### src/core/omic_pkg.sv
// Shared constants for the oscillator mode and internal clock block.
// Assumes a single 40 MHz clock and a byte-addressed AXI4-Lite register map.
package omic_pkg;

  // Clock rates and derived cycle counts
  localparam int CLK_PERIOD_NS  = 25;
  localparam int CLK_HZ         = 40_000_000;
  localparam int FAST_HZ        = 8_000_000;
  localparam int SLOW_PERIOD_NS = 32_000;
  localparam int FAST_CYCLES    = CLK_HZ / FAST_HZ;
  localparam int SLOW_CYCLES    = SLOW_PERIOD_NS / CLK_PERIOD_NS;

  // Tuning: one step is 1/256, so 32 steps span 12.5 percent
  localparam int          TUNE_SCALE  = 256;
  localparam logic [8:0]  TUNE_BASE   = 9'h100;
  localparam logic [19:0] FAST_THRESH = 20'(FAST_CYCLES * TUNE_SCALE);
  localparam logic [19:0] SLOW_THRESH = 20'(SLOW_CYCLES * TUNE_SCALE);

  // Register map, byte addresses
  localparam int         ADDR_W   = 8;
  localparam logic [7:0] REG_TUNE = 8'h90;
  localparam logic [7:0] REG_FSEL = 8'h94;
  localparam logic [7:0] REG_STAT = 8'h98;

  // Field positions and reset values
  localparam int         FSEL_LSB     = 4;
  localparam int         STAT_SLOW_ON = 4;
  localparam int         STAT_FAST_ON = 5;
  localparam logic [5:0] TUNE_RST     = 6'h00;
  localparam logic [2:0] FSEL_RST     = 3'h0;

  // Frequency select codes at the two ends of the range
  localparam logic [2:0] FSEL_FAST = 3'h7;
  localparam logic [2:0] FSEL_SLOW = 3'h0;

  // AXI responses
  localparam logic [1:0] RESP_OKAY   = 2'h0;
  localparam logic [1:0] RESP_SLVERR = 2'h2;

  // Oscillator mode configuration codes
  typedef enum logic [2:0] {
    MODE_LP     = 3'h0,
    MODE_XT     = 3'h1,
    MODE_HS     = 3'h2,
    MODE_RC     = 3'h3,
    MODE_RESISTOR_CAPACITOR_IO_MODE   = 3'h4,
    MODE_INTERNAL_OSC_CLKOUT_MODE = 3'h5,
    MODE_INTERNAL_OSC_DUAL_IO_MODE = 3'h6,
    MODE_EXTERNAL_CLOCK_IO_MODE   = 3'h7
  } omic_mode_t;

endpackage

### src/core/omic_nco.sv
// Tunable tick source: emits one-cycle pulses at a tuned fraction of clk.
// Assumes tune is a two's complement step count from the register file.
`timescale 1ns/10ps
module omic_nco import omic_pkg::*; #(
  parameter logic [19:0] THRESH = FAST_THRESH
) (
  // Clock and reset
  input  wire logic       clk,
  input  wire logic       nrst,
  // Control
  input  wire logic       en,
  input  wire logic [5:0] tune,
  // Output
  output logic            tick
);

  logic [19:0] acc_reg;
  logic [19:0] acc_sum;
  logic [8:0]  inc;

  // Constant step per code, centre at zero
  assign inc     = TUNE_BASE + {{3{tune[5]}}, tune};
  assign acc_sum = acc_reg + {11'h000, inc};

  // Phase accumulator, new step used from the next cycle on
  always_ff @(posedge clk) begin
    if (!nrst || !en) begin
      acc_reg <= 20'h00000;
      tick    <= 1'b0;
    end else if (acc_sum >= THRESH) begin
      acc_reg <= acc_sum - THRESH;
      tick    <= 1'b1;
    end else begin
      acc_reg <= acc_sum;
      tick    <= 1'b0;
    end
  end
endmodule

### src/core/omic_axil.sv
// AXI4-Lite slave front end: one write and one read in flight at a time.
// Assumes the register file decodes addresses and answers combinationally.
`timescale 1ns/10ps
module omic_axil import omic_pkg::*; (
  // Clock and reset
  input  wire logic              clk,
  input  wire logic              nrst,
  // Write address and data
  input  wire logic [ADDR_W-1:0] awaddr,
  input  wire logic              awvalid,
  output logic                   awready,
  input  wire logic [31:0]       wdata,
  input  wire logic [3:0]        wstrb,
  input  wire logic              wvalid,
  output logic                   wready,
  // Write response
  output logic [1:0]             bresp,
  output logic                   bvalid,
  input  wire logic              bready,
  // Read channels
  input  wire logic [ADDR_W-1:0] araddr,
  input  wire logic              arvalid,
  output logic                   arready,
  output logic [31:0]            rdata,
  output logic [1:0]             rresp,
  output logic                   rvalid,
  input  wire logic              rready,
  // Register file side
  output logic                   wr_en,
  output logic [ADDR_W-1:0]      wr_addr,
  output logic [31:0]            wr_data,
  output logic [3:0]             wr_strb,
  input  wire logic              wr_ok,
  output logic [ADDR_W-1:0]      rd_addr,
  input  wire logic [31:0]       rd_data,
  input  wire logic              rd_ok
);

  logic aw_got_reg;
  logic w_got_reg;

  // Each channel is taken on its own, the write fires once both are held
  assign awready = !aw_got_reg && !bvalid;
  assign wready  = !w_got_reg && !bvalid;
  assign wr_en   = aw_got_reg && w_got_reg && !bvalid;
  assign arready = !rvalid;
  assign rd_addr = araddr;

  // Write address holding
  always_ff @(posedge clk) begin
    if (!nrst) begin
      aw_got_reg <= 1'b0;
      wr_addr    <= '0;
    end else if (awvalid && awready) begin
      aw_got_reg <= 1'b1;
      wr_addr    <= awaddr;
    end else if (wr_en) begin
      aw_got_reg <= 1'b0;
    end
  end

  // Write data holding
  always_ff @(posedge clk) begin
    if (!nrst) begin
      w_got_reg <= 1'b0;
      wr_data   <= 32'h00000000;
      wr_strb   <= 4'h0;
    end else if (wvalid && wready) begin
      w_got_reg <= 1'b1;
      wr_data   <= wdata;
      wr_strb   <= wstrb;
    end else if (wr_en) begin
      w_got_reg <= 1'b0;
    end
  end

  // Write response, error for unmapped addresses
  always_ff @(posedge clk) begin
    if (!nrst) begin
      bvalid <= 1'b0;
      bresp  <= RESP_OKAY;
    end else if (wr_en) begin
      bvalid <= 1'b1;
      bresp  <= wr_ok ? RESP_OKAY : RESP_SLVERR;
    end else if (bready) begin
      bvalid <= 1'b0;
    end
  end

  // Read answer one cycle after the address is taken
  always_ff @(posedge clk) begin
    if (!nrst) begin
      rvalid <= 1'b0;
      rdata  <= 32'h00000000;
      rresp  <= RESP_OKAY;
    end else if (arvalid && arready) begin
      rvalid <= 1'b1;
      rdata  <= rd_ok ? rd_data : 32'h00000000;
      rresp  <= rd_ok ? RESP_OKAY : RESP_SLVERR;
    end else if (rready) begin
      rvalid <= 1'b0;
    end
  end

endmodule

### src/core/omic_top.sv
// Top level: oscillator mode pin muxing, internal sources, register file.
// Assumes pins arrive asynchronously and port bit logic shares clk.
//
// Design decision made here: the AXI4-Lite register port.
`timescale 1ns/10ps
module omic_top import omic_pkg::*; (
  // Clock and reset
  input  wire logic              clk,
  input  wire logic              nrst,
  // AXI4-Lite write
  input  wire logic [ADDR_W-1:0] awaddr,
  input  wire logic              awvalid,
  output logic                   awready,
  input  wire logic [31:0]       wdata,
  input  wire logic [3:0]        wstrb,
  input  wire logic              wvalid,
  output logic                   wready,
  output logic [1:0]             bresp,
  output logic                   bvalid,
  input  wire logic              bready,
  // AXI4-Lite read
  input  wire logic [ADDR_W-1:0] araddr,
  input  wire logic              arvalid,
  output logic                   arready,
  output logic [31:0]            rdata,
  output logic [1:0]             rresp,
  output logic                   rvalid,
  input  wire logic              rready,
  // Configuration and enables
  input  wire logic [2:0]        oscillator_mode_config,
  input  wire logic              power_up_timer_enable,
  input  wire logic              watchdog_timer_enable,
  // Oscillator pins
  input  wire logic              oscillator_pin_one_in,
  output logic                   oscillator_pin_one_out,
  output logic                   oscillator_pin_one_oe_n,
  input  wire logic              oscillator_pin_two_in,
  output logic                   oscillator_pin_two_out,
  output logic                   oscillator_pin_two_oe_n,
  // Port bits shared with the pins
  input  wire logic              port_a_bit_six_out,
  input  wire logic              port_a_bit_six_tris,
  output logic                   port_a_bit_six_in,
  input  wire logic              port_a_bit_seven_out,
  input  wire logic              port_a_bit_seven_tris,
  output logic                   port_a_bit_seven_in,
  // Clock enables and source status
  output logic                   sys_clk_en,
  output logic                   slow_clk_en,
  output logic                   slow_source_on,
  output logic                   fast_source_on
);

  omic_mode_t        mode_reg;
  logic [5:0]        tune_reg;
  logic [2:0]        fsel_reg;
  logic              wr_en;
  logic [ADDR_W-1:0] wr_addr;
  logic [31:0]       wr_data;
  logic [3:0]        wr_strb;
  logic              wr_ok;
  logic [ADDR_W-1:0] rd_addr;
  logic [31:0]       rd_data;
  logic              rd_ok;
  logic [2:0]        p1_sync_reg;
  logic [2:0]        p2_sync_reg;
  logic              p1_filt_reg;
  logic              p1_prev_reg;
  logic              p2_filt_reg;
  logic              ext_edge;
  logic              internal_mode;
  logic              ext_mode;
  logic              fast_tick;
  logic              slow_tick;
  logic [5:0]        post_cnt_reg;
  logic [5:0]        post_tap;
  logic              sys_next;
  logic [1:0]        div_cnt_reg;
  logic              slow_on_next;

  // Bus slave
  omic_axil u_axil (
    .clk     (clk),
    .nrst    (nrst),
    .awaddr  (awaddr),
    .awvalid (awvalid),
    .awready (awready),
    .wdata   (wdata),
    .wstrb   (wstrb),
    .wvalid  (wvalid),
    .wready  (wready),
    .bresp   (bresp),
    .bvalid  (bvalid),
    .bready  (bready),
    .araddr  (araddr),
    .arvalid (arvalid),
    .arready (arready),
    .rdata   (rdata),
    .rresp   (rresp),
    .rvalid  (rvalid),
    .rready  (rready),
    .wr_en   (wr_en),
    .wr_addr (wr_addr),
    .wr_data (wr_data),
    .wr_strb (wr_strb),
    .wr_ok   (wr_ok),
    .rd_addr (rd_addr),
    .rd_data (rd_data),
    .rd_ok   (rd_ok)
  );

  // Mode strap is caught while reset is held and then frozen
  always_ff @(posedge clk) begin
    if (!nrst) begin
      mode_reg <= omic_mode_t'(oscillator_mode_config);
    end
  end

  assign internal_mode = (mode_reg == MODE_INTERNAL_OSC_CLKOUT_MODE) || (mode_reg == MODE_INTERNAL_OSC_DUAL_IO_MODE);
  assign ext_mode      = !internal_mode;

  // Register writes, only the low byte lane carries data
  always_ff @(posedge clk) begin
    if (!nrst) begin
      tune_reg <= TUNE_RST;
      fsel_reg <= FSEL_RST;
    end else if (wr_en && wr_strb[0]) begin
      if (wr_addr == REG_TUNE) begin
        tune_reg <= wr_data[5:0];
      end
      if (wr_addr == REG_FSEL) begin
        fsel_reg <= wr_data[FSEL_LSB+2:FSEL_LSB];
      end
    end
  end

  assign wr_ok = (wr_addr == REG_TUNE) || (wr_addr == REG_FSEL) || (wr_addr == REG_STAT);

  // Register reads; status has no tuning-done flag
  always_comb begin
    rd_data = 32'h00000000;
    rd_ok   = 1'b1;
    case (rd_addr)
      REG_TUNE: rd_data[5:0] = tune_reg;
      REG_FSEL: rd_data[FSEL_LSB+2:FSEL_LSB] = fsel_reg;
      REG_STAT: begin
        rd_data[2:0]          = mode_reg;
        rd_data[STAT_SLOW_ON] = slow_source_on;
        rd_data[STAT_FAST_ON] = fast_source_on;
      end
      default: rd_ok = 1'b0;
    endcase
  end

  // Pin synchronisers; a level counts once stages two and three agree
  always_ff @(posedge clk) begin
    if (!nrst) begin
      p1_sync_reg <= 3'h0;
      p2_sync_reg <= 3'h0;
      p1_filt_reg <= 1'b0;
      p2_filt_reg <= 1'b0;
      p1_prev_reg <= 1'b0;
    end else begin
      p1_sync_reg <= {p1_sync_reg[1:0], oscillator_pin_one_in};
      p2_sync_reg <= {p2_sync_reg[1:0], oscillator_pin_two_in};
      p1_prev_reg <= p1_filt_reg;
      if (p1_sync_reg[1] == p1_sync_reg[2]) begin
        p1_filt_reg <= p1_sync_reg[2];
      end
      if (p2_sync_reg[1] == p2_sync_reg[2]) begin
        p2_filt_reg <= p2_sync_reg[2];
      end
    end
  end

  // External clock edges count straight away, no start-up wait
  assign ext_edge = ext_mode && p1_filt_reg && !p1_prev_reg;

  // Source enables
  assign slow_on_next = (internal_mode && fsel_reg == FSEL_SLOW)
                        || power_up_timer_enable || watchdog_timer_enable;

  always_ff @(posedge clk) begin
    if (!nrst) begin
      slow_source_on <= 1'b0;
      fast_source_on <= 1'b0;
    end else begin
      slow_source_on <= slow_on_next;
      fast_source_on <= internal_mode && fsel_reg != FSEL_SLOW;
    end
  end

  // Tuned internal sources
  omic_nco #(.THRESH(FAST_THRESH)) u_fast (
    .clk  (clk),
    .nrst (nrst),
    .en   (fast_source_on),
    .tune (tune_reg),
    .tick (fast_tick)
  );

  omic_nco #(.THRESH(SLOW_THRESH)) u_slow (
    .clk  (clk),
    .nrst (nrst),
    .en   (slow_source_on),
    .tune (tune_reg),
    .tick (slow_tick)
  );

  assign slow_clk_en = slow_tick;

  // Postscaler counter on fast ticks
  always_ff @(posedge clk) begin
    if (!nrst) begin
      post_cnt_reg <= 6'h00;
    end else if (fast_tick) begin
      post_cnt_reg <= post_cnt_reg + 6'h01;
    end
  end

  // Tap i divides the fast source by 2 to the power i+1
  genvar gi;
  generate
    for (gi = 0; gi < 6; gi++) begin : g_tap
      assign post_tap[gi] = fast_tick && (&post_cnt_reg[gi:0]);
    end
  endgenerate

  // System tick source selection
  always_comb begin
    if (ext_mode) begin
      sys_next = ext_edge;
    end else begin
      case (fsel_reg)
        FSEL_FAST: sys_next = fast_tick;
        FSEL_SLOW: sys_next = slow_tick;
        default:   sys_next = post_tap[3'(3'h6 - fsel_reg)];
      endcase
    end
  end

  always_ff @(posedge clk) begin
    if (!nrst) begin
      sys_clk_en <= 1'b0;
    end else begin
      sys_clk_en <= sys_next;
    end
  end

  // Divide-by-four counter for the clock output
  always_ff @(posedge clk) begin
    if (!nrst) begin
      div_cnt_reg <= 2'h0;
    end else if (sys_clk_en) begin
      div_cnt_reg <= div_cnt_reg + 2'h1;
    end
  end

  // Pin two: clock output, port bit six, or left to the oscillator
  always_ff @(posedge clk) begin
    if (!nrst) begin
      oscillator_pin_two_out  <= 1'b0;
      oscillator_pin_two_oe_n <= 1'b1;
    end else begin
      unique case (mode_reg)
        MODE_RC, MODE_INTERNAL_OSC_CLKOUT_MODE: begin
          oscillator_pin_two_out  <= div_cnt_reg[1];
          oscillator_pin_two_oe_n <= 1'b0;
        end
        MODE_RESISTOR_CAPACITOR_IO_MODE, MODE_EXTERNAL_CLOCK_IO_MODE, MODE_INTERNAL_OSC_DUAL_IO_MODE: begin
          oscillator_pin_two_out  <= port_a_bit_six_out;
          oscillator_pin_two_oe_n <= port_a_bit_six_tris;
        end
        default: begin
          oscillator_pin_two_out  <= 1'b0;
          oscillator_pin_two_oe_n <= 1'b1;
        end
      endcase
    end
  end

  // Pin one: port bit seven in internal modes, clock input otherwise
  always_ff @(posedge clk) begin
    if (!nrst) begin
      oscillator_pin_one_out  <= 1'b0;
      oscillator_pin_one_oe_n <= 1'b1;
    end else if (internal_mode) begin
      oscillator_pin_one_out  <= port_a_bit_seven_out;
      oscillator_pin_one_oe_n <= port_a_bit_seven_tris;
    end else begin
      oscillator_pin_one_out  <= 1'b0;
      oscillator_pin_one_oe_n <= 1'b1;
    end
  end

  // Port bit reads, zero where the pin belongs to the oscillator
  assign port_a_bit_six_in = (mode_reg == MODE_RESISTOR_CAPACITOR_IO_MODE || mode_reg == MODE_EXTERNAL_CLOCK_IO_MODE
                              || mode_reg == MODE_INTERNAL_OSC_DUAL_IO_MODE) && p2_filt_reg;
  assign port_a_bit_seven_in = internal_mode && p1_filt_reg;

  // Helper: cycles between slow ticks while tuning stays at centre
  logic [15:0] gap_cnt_reg;
  logic        gap_ok_reg;
  always_ff @(posedge clk) begin
    if (!nrst || !slow_source_on || tune_reg != 6'h00) begin
      gap_cnt_reg <= 16'h0000;
      gap_ok_reg  <= 1'b0;
    end else if (slow_tick) begin
      gap_cnt_reg <= 16'h0000;
      gap_ok_reg  <= 1'b1;
    end else begin
      gap_cnt_reg <= gap_cnt_reg + 16'h0001;
    end
  end
endmodule

### config.mk
export PLATFORM = sky130hd
export DESIGN_NAME = omic_top
export DESIGN_NICKNAME = d
export VERILOG_FILES = /design/src/core/omic_pkg.sv /design/src/core/omic_nco.sv /design/src/core/omic_axil.sv /design/src/core/omic_top.sv
export SDC_FILE = /design/constraint.sdc
export NUM_CORES = 1
export LEC_CHECK = 0
export BUFFER_PORTS_ARGS = -buffer_cell sky130_fd_sc_hd__buf_2
export CORE_ASPECT_RATIO = 1.5
export CORE_UTILIZATION = 59
export DETAILED_ROUTE_END_ITERATION = 6
export PLACE_DENSITY = 0.93
export SYNTH_ARGS = -nofsm -noshare
export SYNTH_HDL_FRONTEND = slang
export SYNTH_SLANG_ARGS = --single-unit
export TNS_END_PERCENT = 1
### constraint.sdc
create_clock -name clk -period 9.2 [get_ports clk]
set_input_delay 1.38 -clock clk [delete_from_list [all_inputs] [get_ports clk]]
set_output_delay 1.38 -clock clk [all_outputs]
set_load 0.01 [all_outputs]
==> results of run 1 <==
Yosys cell counts (all sizes together), types with 6 or more instances:
master	n
xor2	15
a211oi	10
inv	19
clkbuf	17
nand3	17
o21ai	22
nor2b	10
a31oi	6
nor3	12
or3	8
and2	12
ha	28
xnor2	30
a21o	6
dfxtp	104
nor2	93
and3	12
a21oi	47
buf	32
mux2i	27
nand2	50
cells by family after synthesis:
| logic type | count (synthesis) | synth area share [%] |
|---|---|---|
| compound gates | 128 | 14.70 |
| xor+xnor | 45 | 7.306 |
| fa+ha+maj | 30 | 6.784 |
| buf+inv | 69 | 6.740 |
| flops | 107 | 37.75 |
| mux | 32 | 5.675 |
| other cells | 1 | 0.06517 |
| simple gates | 246 | 20.98 |
worst paths after layout:
path,start,end,slack [ps]
setup / recovery,tune_reg[5],u_slow.acc_reg[16],4990
hold / removal,p2_sync_reg[0],p2_sync_reg[1],440
setup reg to reg,tune_reg[5],u_slow.acc_reg[16],4990
hold reg to reg,p2_sync_reg[0],p2_sync_reg[1],440
worst max-delay path, delay by kind of cell (launching register included):
| family | cells | cell delay (ps) |
|---|---|---|
| XOR/XNOR | 1 | 310 |
| buffers and inverters | 1 | 130 |
| adder cells (fa/ha/maj) | 2 | 560 |
| AO/OA/AOI/OAI | 4 | 1260 |
| flip-flops | 1 | 600 |
| AND/OR/NAND/NOR | 7 | 1050 |
| multiplexers | 1 | 150 |
layer usage:
metal | up-vias | track usage, % | routed length (um)
met5 | - | 0 | 0
met3 | 40 | 5.904 | 726
met2 | 197 | 49.23 | 7023
li1 | 2355 | - | -
met1 | 2300 | 26.80 | 4988
met4 | 0 | 13.69 | 450
stage by stage:
step	utilization, %	std cells
6_report	67.60	828
5_1_grt	67.60	828
4_1_cts	67.60	828
3_5_place_dp	64.22	813
3_3_place_gp	64.22	813
2_1_floorplan	-	684
layout make-up:
type	instances	share of cell area (%)
multi-input cells	508	52.02
flip-flops and latches	107	34.32
repair buffers	66	5.259
clock buffers	10	3.776
well taps	112	2.214
clock inverters	5	1.226
inverters	20	1.186
report_power, final:
part | switching, mW | internal (mW) | total (mW)
registers | 0.00859 | 0.476 | 0.485
clock network | 0.169 | 0.243 | 0.413
logic | 0.0347 | 0.0221 | 0.0568
total | 0.213 | 0.741 | 0.954
==> flow_summary.toml, run 1 <==
[status]
status = "completed"

[clock_network]
postCtsSetupBuffers = 0
htree_num_levels = 3
cts_resized = 0
clk_pin_slew_ps = 70
cts_root_buffer = "clkbuf_16"
clk_latency_ps = 350
clock-sinks = 107
postCtsHoldBufs = 0
tritoncts = "yes"
clk_path_buf_depth = 2
cts_made_buffers = 9

[synth]
ys_seq_area_share_pct = 37.75
ys_ff_latch = 107
netlist_area_sq_mm = 0.005754
synth_top_cell_by_area = "dfxtp_1"
synth_cell_types = 71
synth_area_per_cell_sq_um = 8.745
ys_async_sr_fraction_pct = 0
dominantRegCellSynth = "dfxtp_1"
netlist_instances = 658
synth_edf_count = 3
synth_top_area_share_pct = 36.18
ys_warn_count = 0
yosys-top-cells-area = "dfxtp_1 (36%), ha_1 (6.1%), nor2_1 (5.9%)"

[floorplan]
rows = 43
coreArea_sq_mm = 0.009361
num_io_pins = 121
dieWidth_um = 82.64
initial_core_util_pct = 61.47
die_area_sq_mm = 0.01016
fp.dieH_um = 123.0

[sta]
fin_ws_ps = 4989
slew_headroom_pct = 34.19
whs_ps = 437.8
drv_slew = 0
fmax_mhz = 237.5
setup_tns_ps = 0
period_share_pct = 45.77
fin_crit_ps = 4211
rsz0062_at_grt = "no"
tightest_slew_ps = 985.1
setup_viol = 0
final_hold_viol_count = 0
fin_skew_ps = 5.316

[route]
dr.first_iter.drc_count = 270
postRouteWirelength_um = 13190
ant_nets = 0
first_pass_iters = 5
wl_per_cell_um = 15.93
drc = 0
vias_per_cell = 5.908
dr_total_vias = 4892

[global_routing]
grt_pass1_vias = 4544
grt_first_pass_wirelength_um = 20430
grt_max_degree = 46
grt_use_total_pct = 26.51
antenna_found_initial = 0
grt_overflow = 0

[flow_run]
cap_violations = 0

[setup_path]
slowest_stage = "dfxtp_1"
max_stage_delay_ps = 600
worstSetupStartpointType = "flop"
crit_type = "reg -> reg"
worstPathArrival_ps = 4450
endpoint_kind = "flop"
path_max_fanout = 9
reg2reg_depth = 16
crit_required_ps = 9430
path_cells = "inv_1 -> ha_1 -> nand2_1 -> nor2_1 -> a211oi_1 -> and2_1 -> nor3_1 -> xnor2_1 -> ha_1 -> nand3_1 -> nor3_1 -> nand3_1 -> a2111oi_0 -> a31oi_1 -> a311o_1 -> mux2i_1"

[power]
powerDensity_mw_per_mm2 = 150.8
p_leak_nw = 2.666
power.total_uw = 954.2
peakVddDrop_mv = 0.1573

[place]
placedInstanceArea_sq_mm = 0.006012
post-dp-hpwl_um = 9429
place_ws_ps = 5079
gp_congestion = 0.8826
io_buffers = 65

[min_path]
hold_depth = 1
min_path_type = "reg -> reg"

[cells_and_area]
mostFrequentLayoutCell = "dfxtp_1"
final_layout_size_suffix_gt1_share_pct = 14.94
fillCellCount = 667
design.final.nets = 812
area_growth_syn_to_layout_pct = 9.980
antennaDiodeCount = 0
final-seq-area_sq_mm = 0.002172
multi_input_area_sq_mm = 0.003292
final_area_sq_mm = 0.006329
mostFrequentLayoutCells = "dfxtp_1 (104), nor2_1 (91), buf_2 (65), nand2_1 (50), a21oi_1 (46)"
No activity file was read; power rests on OpenSTA's default activity.
==> inputs of run 2 (changes only) <==
ABC_AREA = 1   (was not set)
CORE_UTILIZATION = 56   (was 59)
PLACE_DENSITY = 0.89   (was 0.93)
clock period = 4.2 ns   (was 9.2 ns; I/O delays follow)
==> run 2 against run 1 <==
  * Synthesized cell count up 37%
  * Critical path type unchanged
  * Power grew 110%
  * Critical path depth is 5 higher
  * Non-clock buffer count stayed put
  * Fmax grew 22%
  * Sequential power increased by 120%
  * Count of clock-buffer cells in the layout fell by 1
  * Via count increased by 18%
==> flow_summary.toml, run 2 <==
[clock_network]
postCtsHoldBufs = 0
cts_root_buffer = "clkbuf_16"
clk_latency_ps = 350
cts_resized = 0
clock-sinks = 107
clk_pin_slew_ps = 80
postCtsSetupBuffers = 0
htree_num_levels = 3
clk_path_buf_depth = 2
tritoncts = "yes"
cts_made_buffers = 9

[global_routing]
grt_pass1_vias = 5177
grt_first_pass_wirelength_um = 21840
antenna_found_initial = 0
grt_overflow = 0
grt_use_total_pct = 24.45
grt_max_degree = 49

[synth]
netlist_instances = 902
yosys-top-cells-area = "dfxtp_1 (34%), nand2_1 (14%), inv_1 (8.0%)"
synth_top_area_share_pct = 34.14
ys_async_sr_fraction_pct = 0
synth_common_cells = "nand2_1 (223), inv_1 (130), dfxtp_1 (104)"
ys_warn_count = 0
synth_cell_types = 44
synth_top_cell_by_area = "dfxtp_1"
synth_area_per_cell_sq_um = 6.761
synth_edf_count = 3
ys_ff_latch = 107
synth.most_common_cell = "nand2_1"
dominantRegCellSynth = "dfxtp_1"
ys_seq_area_share_pct = 35.62
netlist_area_sq_mm = 0.006098

[setup_path]
rr_startpoint = "tune_reg[5]"
worstSetupStartpointType = "flop"
crit_start = "tune_reg[5]"
crit_type = "reg -> reg"
endpoint_kind = "flop"
path_cells = "buf_4 -> ha_1 -> nand2_1 -> nor2_1 -> nand3_1 -> nand3_1 -> nand2_1 -> nor3_1 -> xnor2_1 -> ha_1 -> nand3_1 -> nor2_1 -> nand3_1 -> nor2_1 -> nand3_1 -> nor2_1 -> nand3_1 -> nor2_1 -> nand2_1 -> a21oi_1 -> nor2_1"
crit_required_ps = 4450
worstPathArrival_ps = 3700
slowest_stage = "ha_1"
max_stage_delay_ps = 350
path_max_fanout = 7

[cells_and_area]
final_layout_size_suffix_gt1_share_pct = 12.07
postLayoutCoreUtil_pct = 63.69
area_growth_syn_to_layout_pct = 10.61
antennaDiodeCount = 0
mostFrequentLayoutCells = "nand2_1 (223), inv_1 (130), dfxtp_1 (104), nor2_1 (102), buf_2 (65)"
mostFrequentLayoutCell = "nand2_1"
design.final.nets = 1064

[sta]
drv_slew = 0
final_hold_viol_count = 0
setup_tns_ps = 0
rsz0062_at_grt = "no"
fin_crit_ps = 3456
slew_headroom_pct = 34.39
fin_skew_ps = 7.301
tightest_slew_ps = 976.6
whs_ps = 422.5
setup_viol = 0
fmax_mhz = 289.4
period_share_pct = 82.28

[place]
post-dp-hpwl_um = 10170
gp_congestion = 0.9088
io_buffers = 65

[floorplan]
coreArea_sq_mm = 0.01059
initial_core_util_pct = 57.59
num_io_pins = 121
dieWidth_um = 87.21
rows = 46
fp.dieH_um = 129.8
die_area_sq_mm = 0.01132

[route]
first_pass_iters = 5
postRouteWirelength_um = 13490
vias_per_cell = 5.165
ant_nets = 0
drc = 0
wl_per_cell_um = 12.12
dr_total_vias = 5749
dr.first_iter.drc_count = 261

[power]
power.total_mw = 2.019
peakVddDrop_mv = 0.2014
powerDensity_mw_per_mm2 = 299.3
p_leak_nw = 3.352

[flow_run]
cap_violations = 0

[status]
status = "completed"

[min_path]
min_path_type = "reg -> reg"
min_from = "p1_prev_reg"
## run 2: stage by stage
step	area, sq um	cells	setup WS (ps)
CTS	6745	1113	758.3
floorplan	6196	928	1306
global placement	6450	1097	957.3
finish	6745	1113	744.3
global route	6745	1113	449.8
detailed placement	6450	1097	929.2
## run 2: cell type report
type / instances / area [sq um]
well taps: 144 / 180.2
inverters: 133 / 499.2
fillers: 928 / 3845
clock inverters: 7 / 70.07
multi-input cells: 647 / 3266
flip-flops and latches: 107 / 2172
clock buffers: 9 / 225.2
repair buffers: 66 / 332.8
## run 2: power breakdown
| part | switching [mW] | total, mW | internal [mW] |
|---|---|---|---|
| clock network | 0.414 | 0.834 | 0.420 |
| registers | 0.0144 | 1.06 | 1.05 |
| logic | 0.0815 | 0.123 | 0.0419 |
| total | 0.510 | 2.02 | 1.51 |
## run 2: critical path, delay by kind of cell, from the launching register on
kind / cells / cell delay (ps)
compound gates: 1 / 160
xor+xnor: 1 / 240
fa+ha+maj: 2 / 580
buf+inv: 1 / 170
flops: 1 / 310
simple gates: 16 / 1900
## run 2: worst paths after layout
check | endpoint | slack, ps | cells past startpoint
max reg2reg | u_slow.acc_reg[16] | 740 | 21
max | u_slow.acc_reg[16] | 740 | 21
min | sys_clk_en | 420 | 1
min reg2reg | sys_clk_en | 420 | 1
## run 2: layer usage
layer	global-route usage, %	routed length [um]	up-vias
li1	-	-	2921
met1	23.70	5117	2601
met2	47.66	7215	180
met3	2.973	575	47
met4	15.91	578	0
met5	0	0	-
## run 2: logic make-up (layout without fill, tap and decap cells)
| kind of cell | after synthesis | in the layout | share of synthesized area, % |
|---|---|---|---|
| buffers and inverters | 174 | 215 | 12.43 |
| flip-flops | 107 | 107 | 35.62 |
| adder cells (fa/ha/maj) | 30 | 30 | 6.401 |
| other | 1 | 27 | 0.06149 |
| multiplexers | 1 | 1 | 0.1641 |
| AO/OA/AOI/OAI | 124 | 124 | 10.98 |
| XOR/XNOR | 15 | 15 | 2.400 |
| AND/OR/NAND/NOR | 450 | 450 | 31.95 |
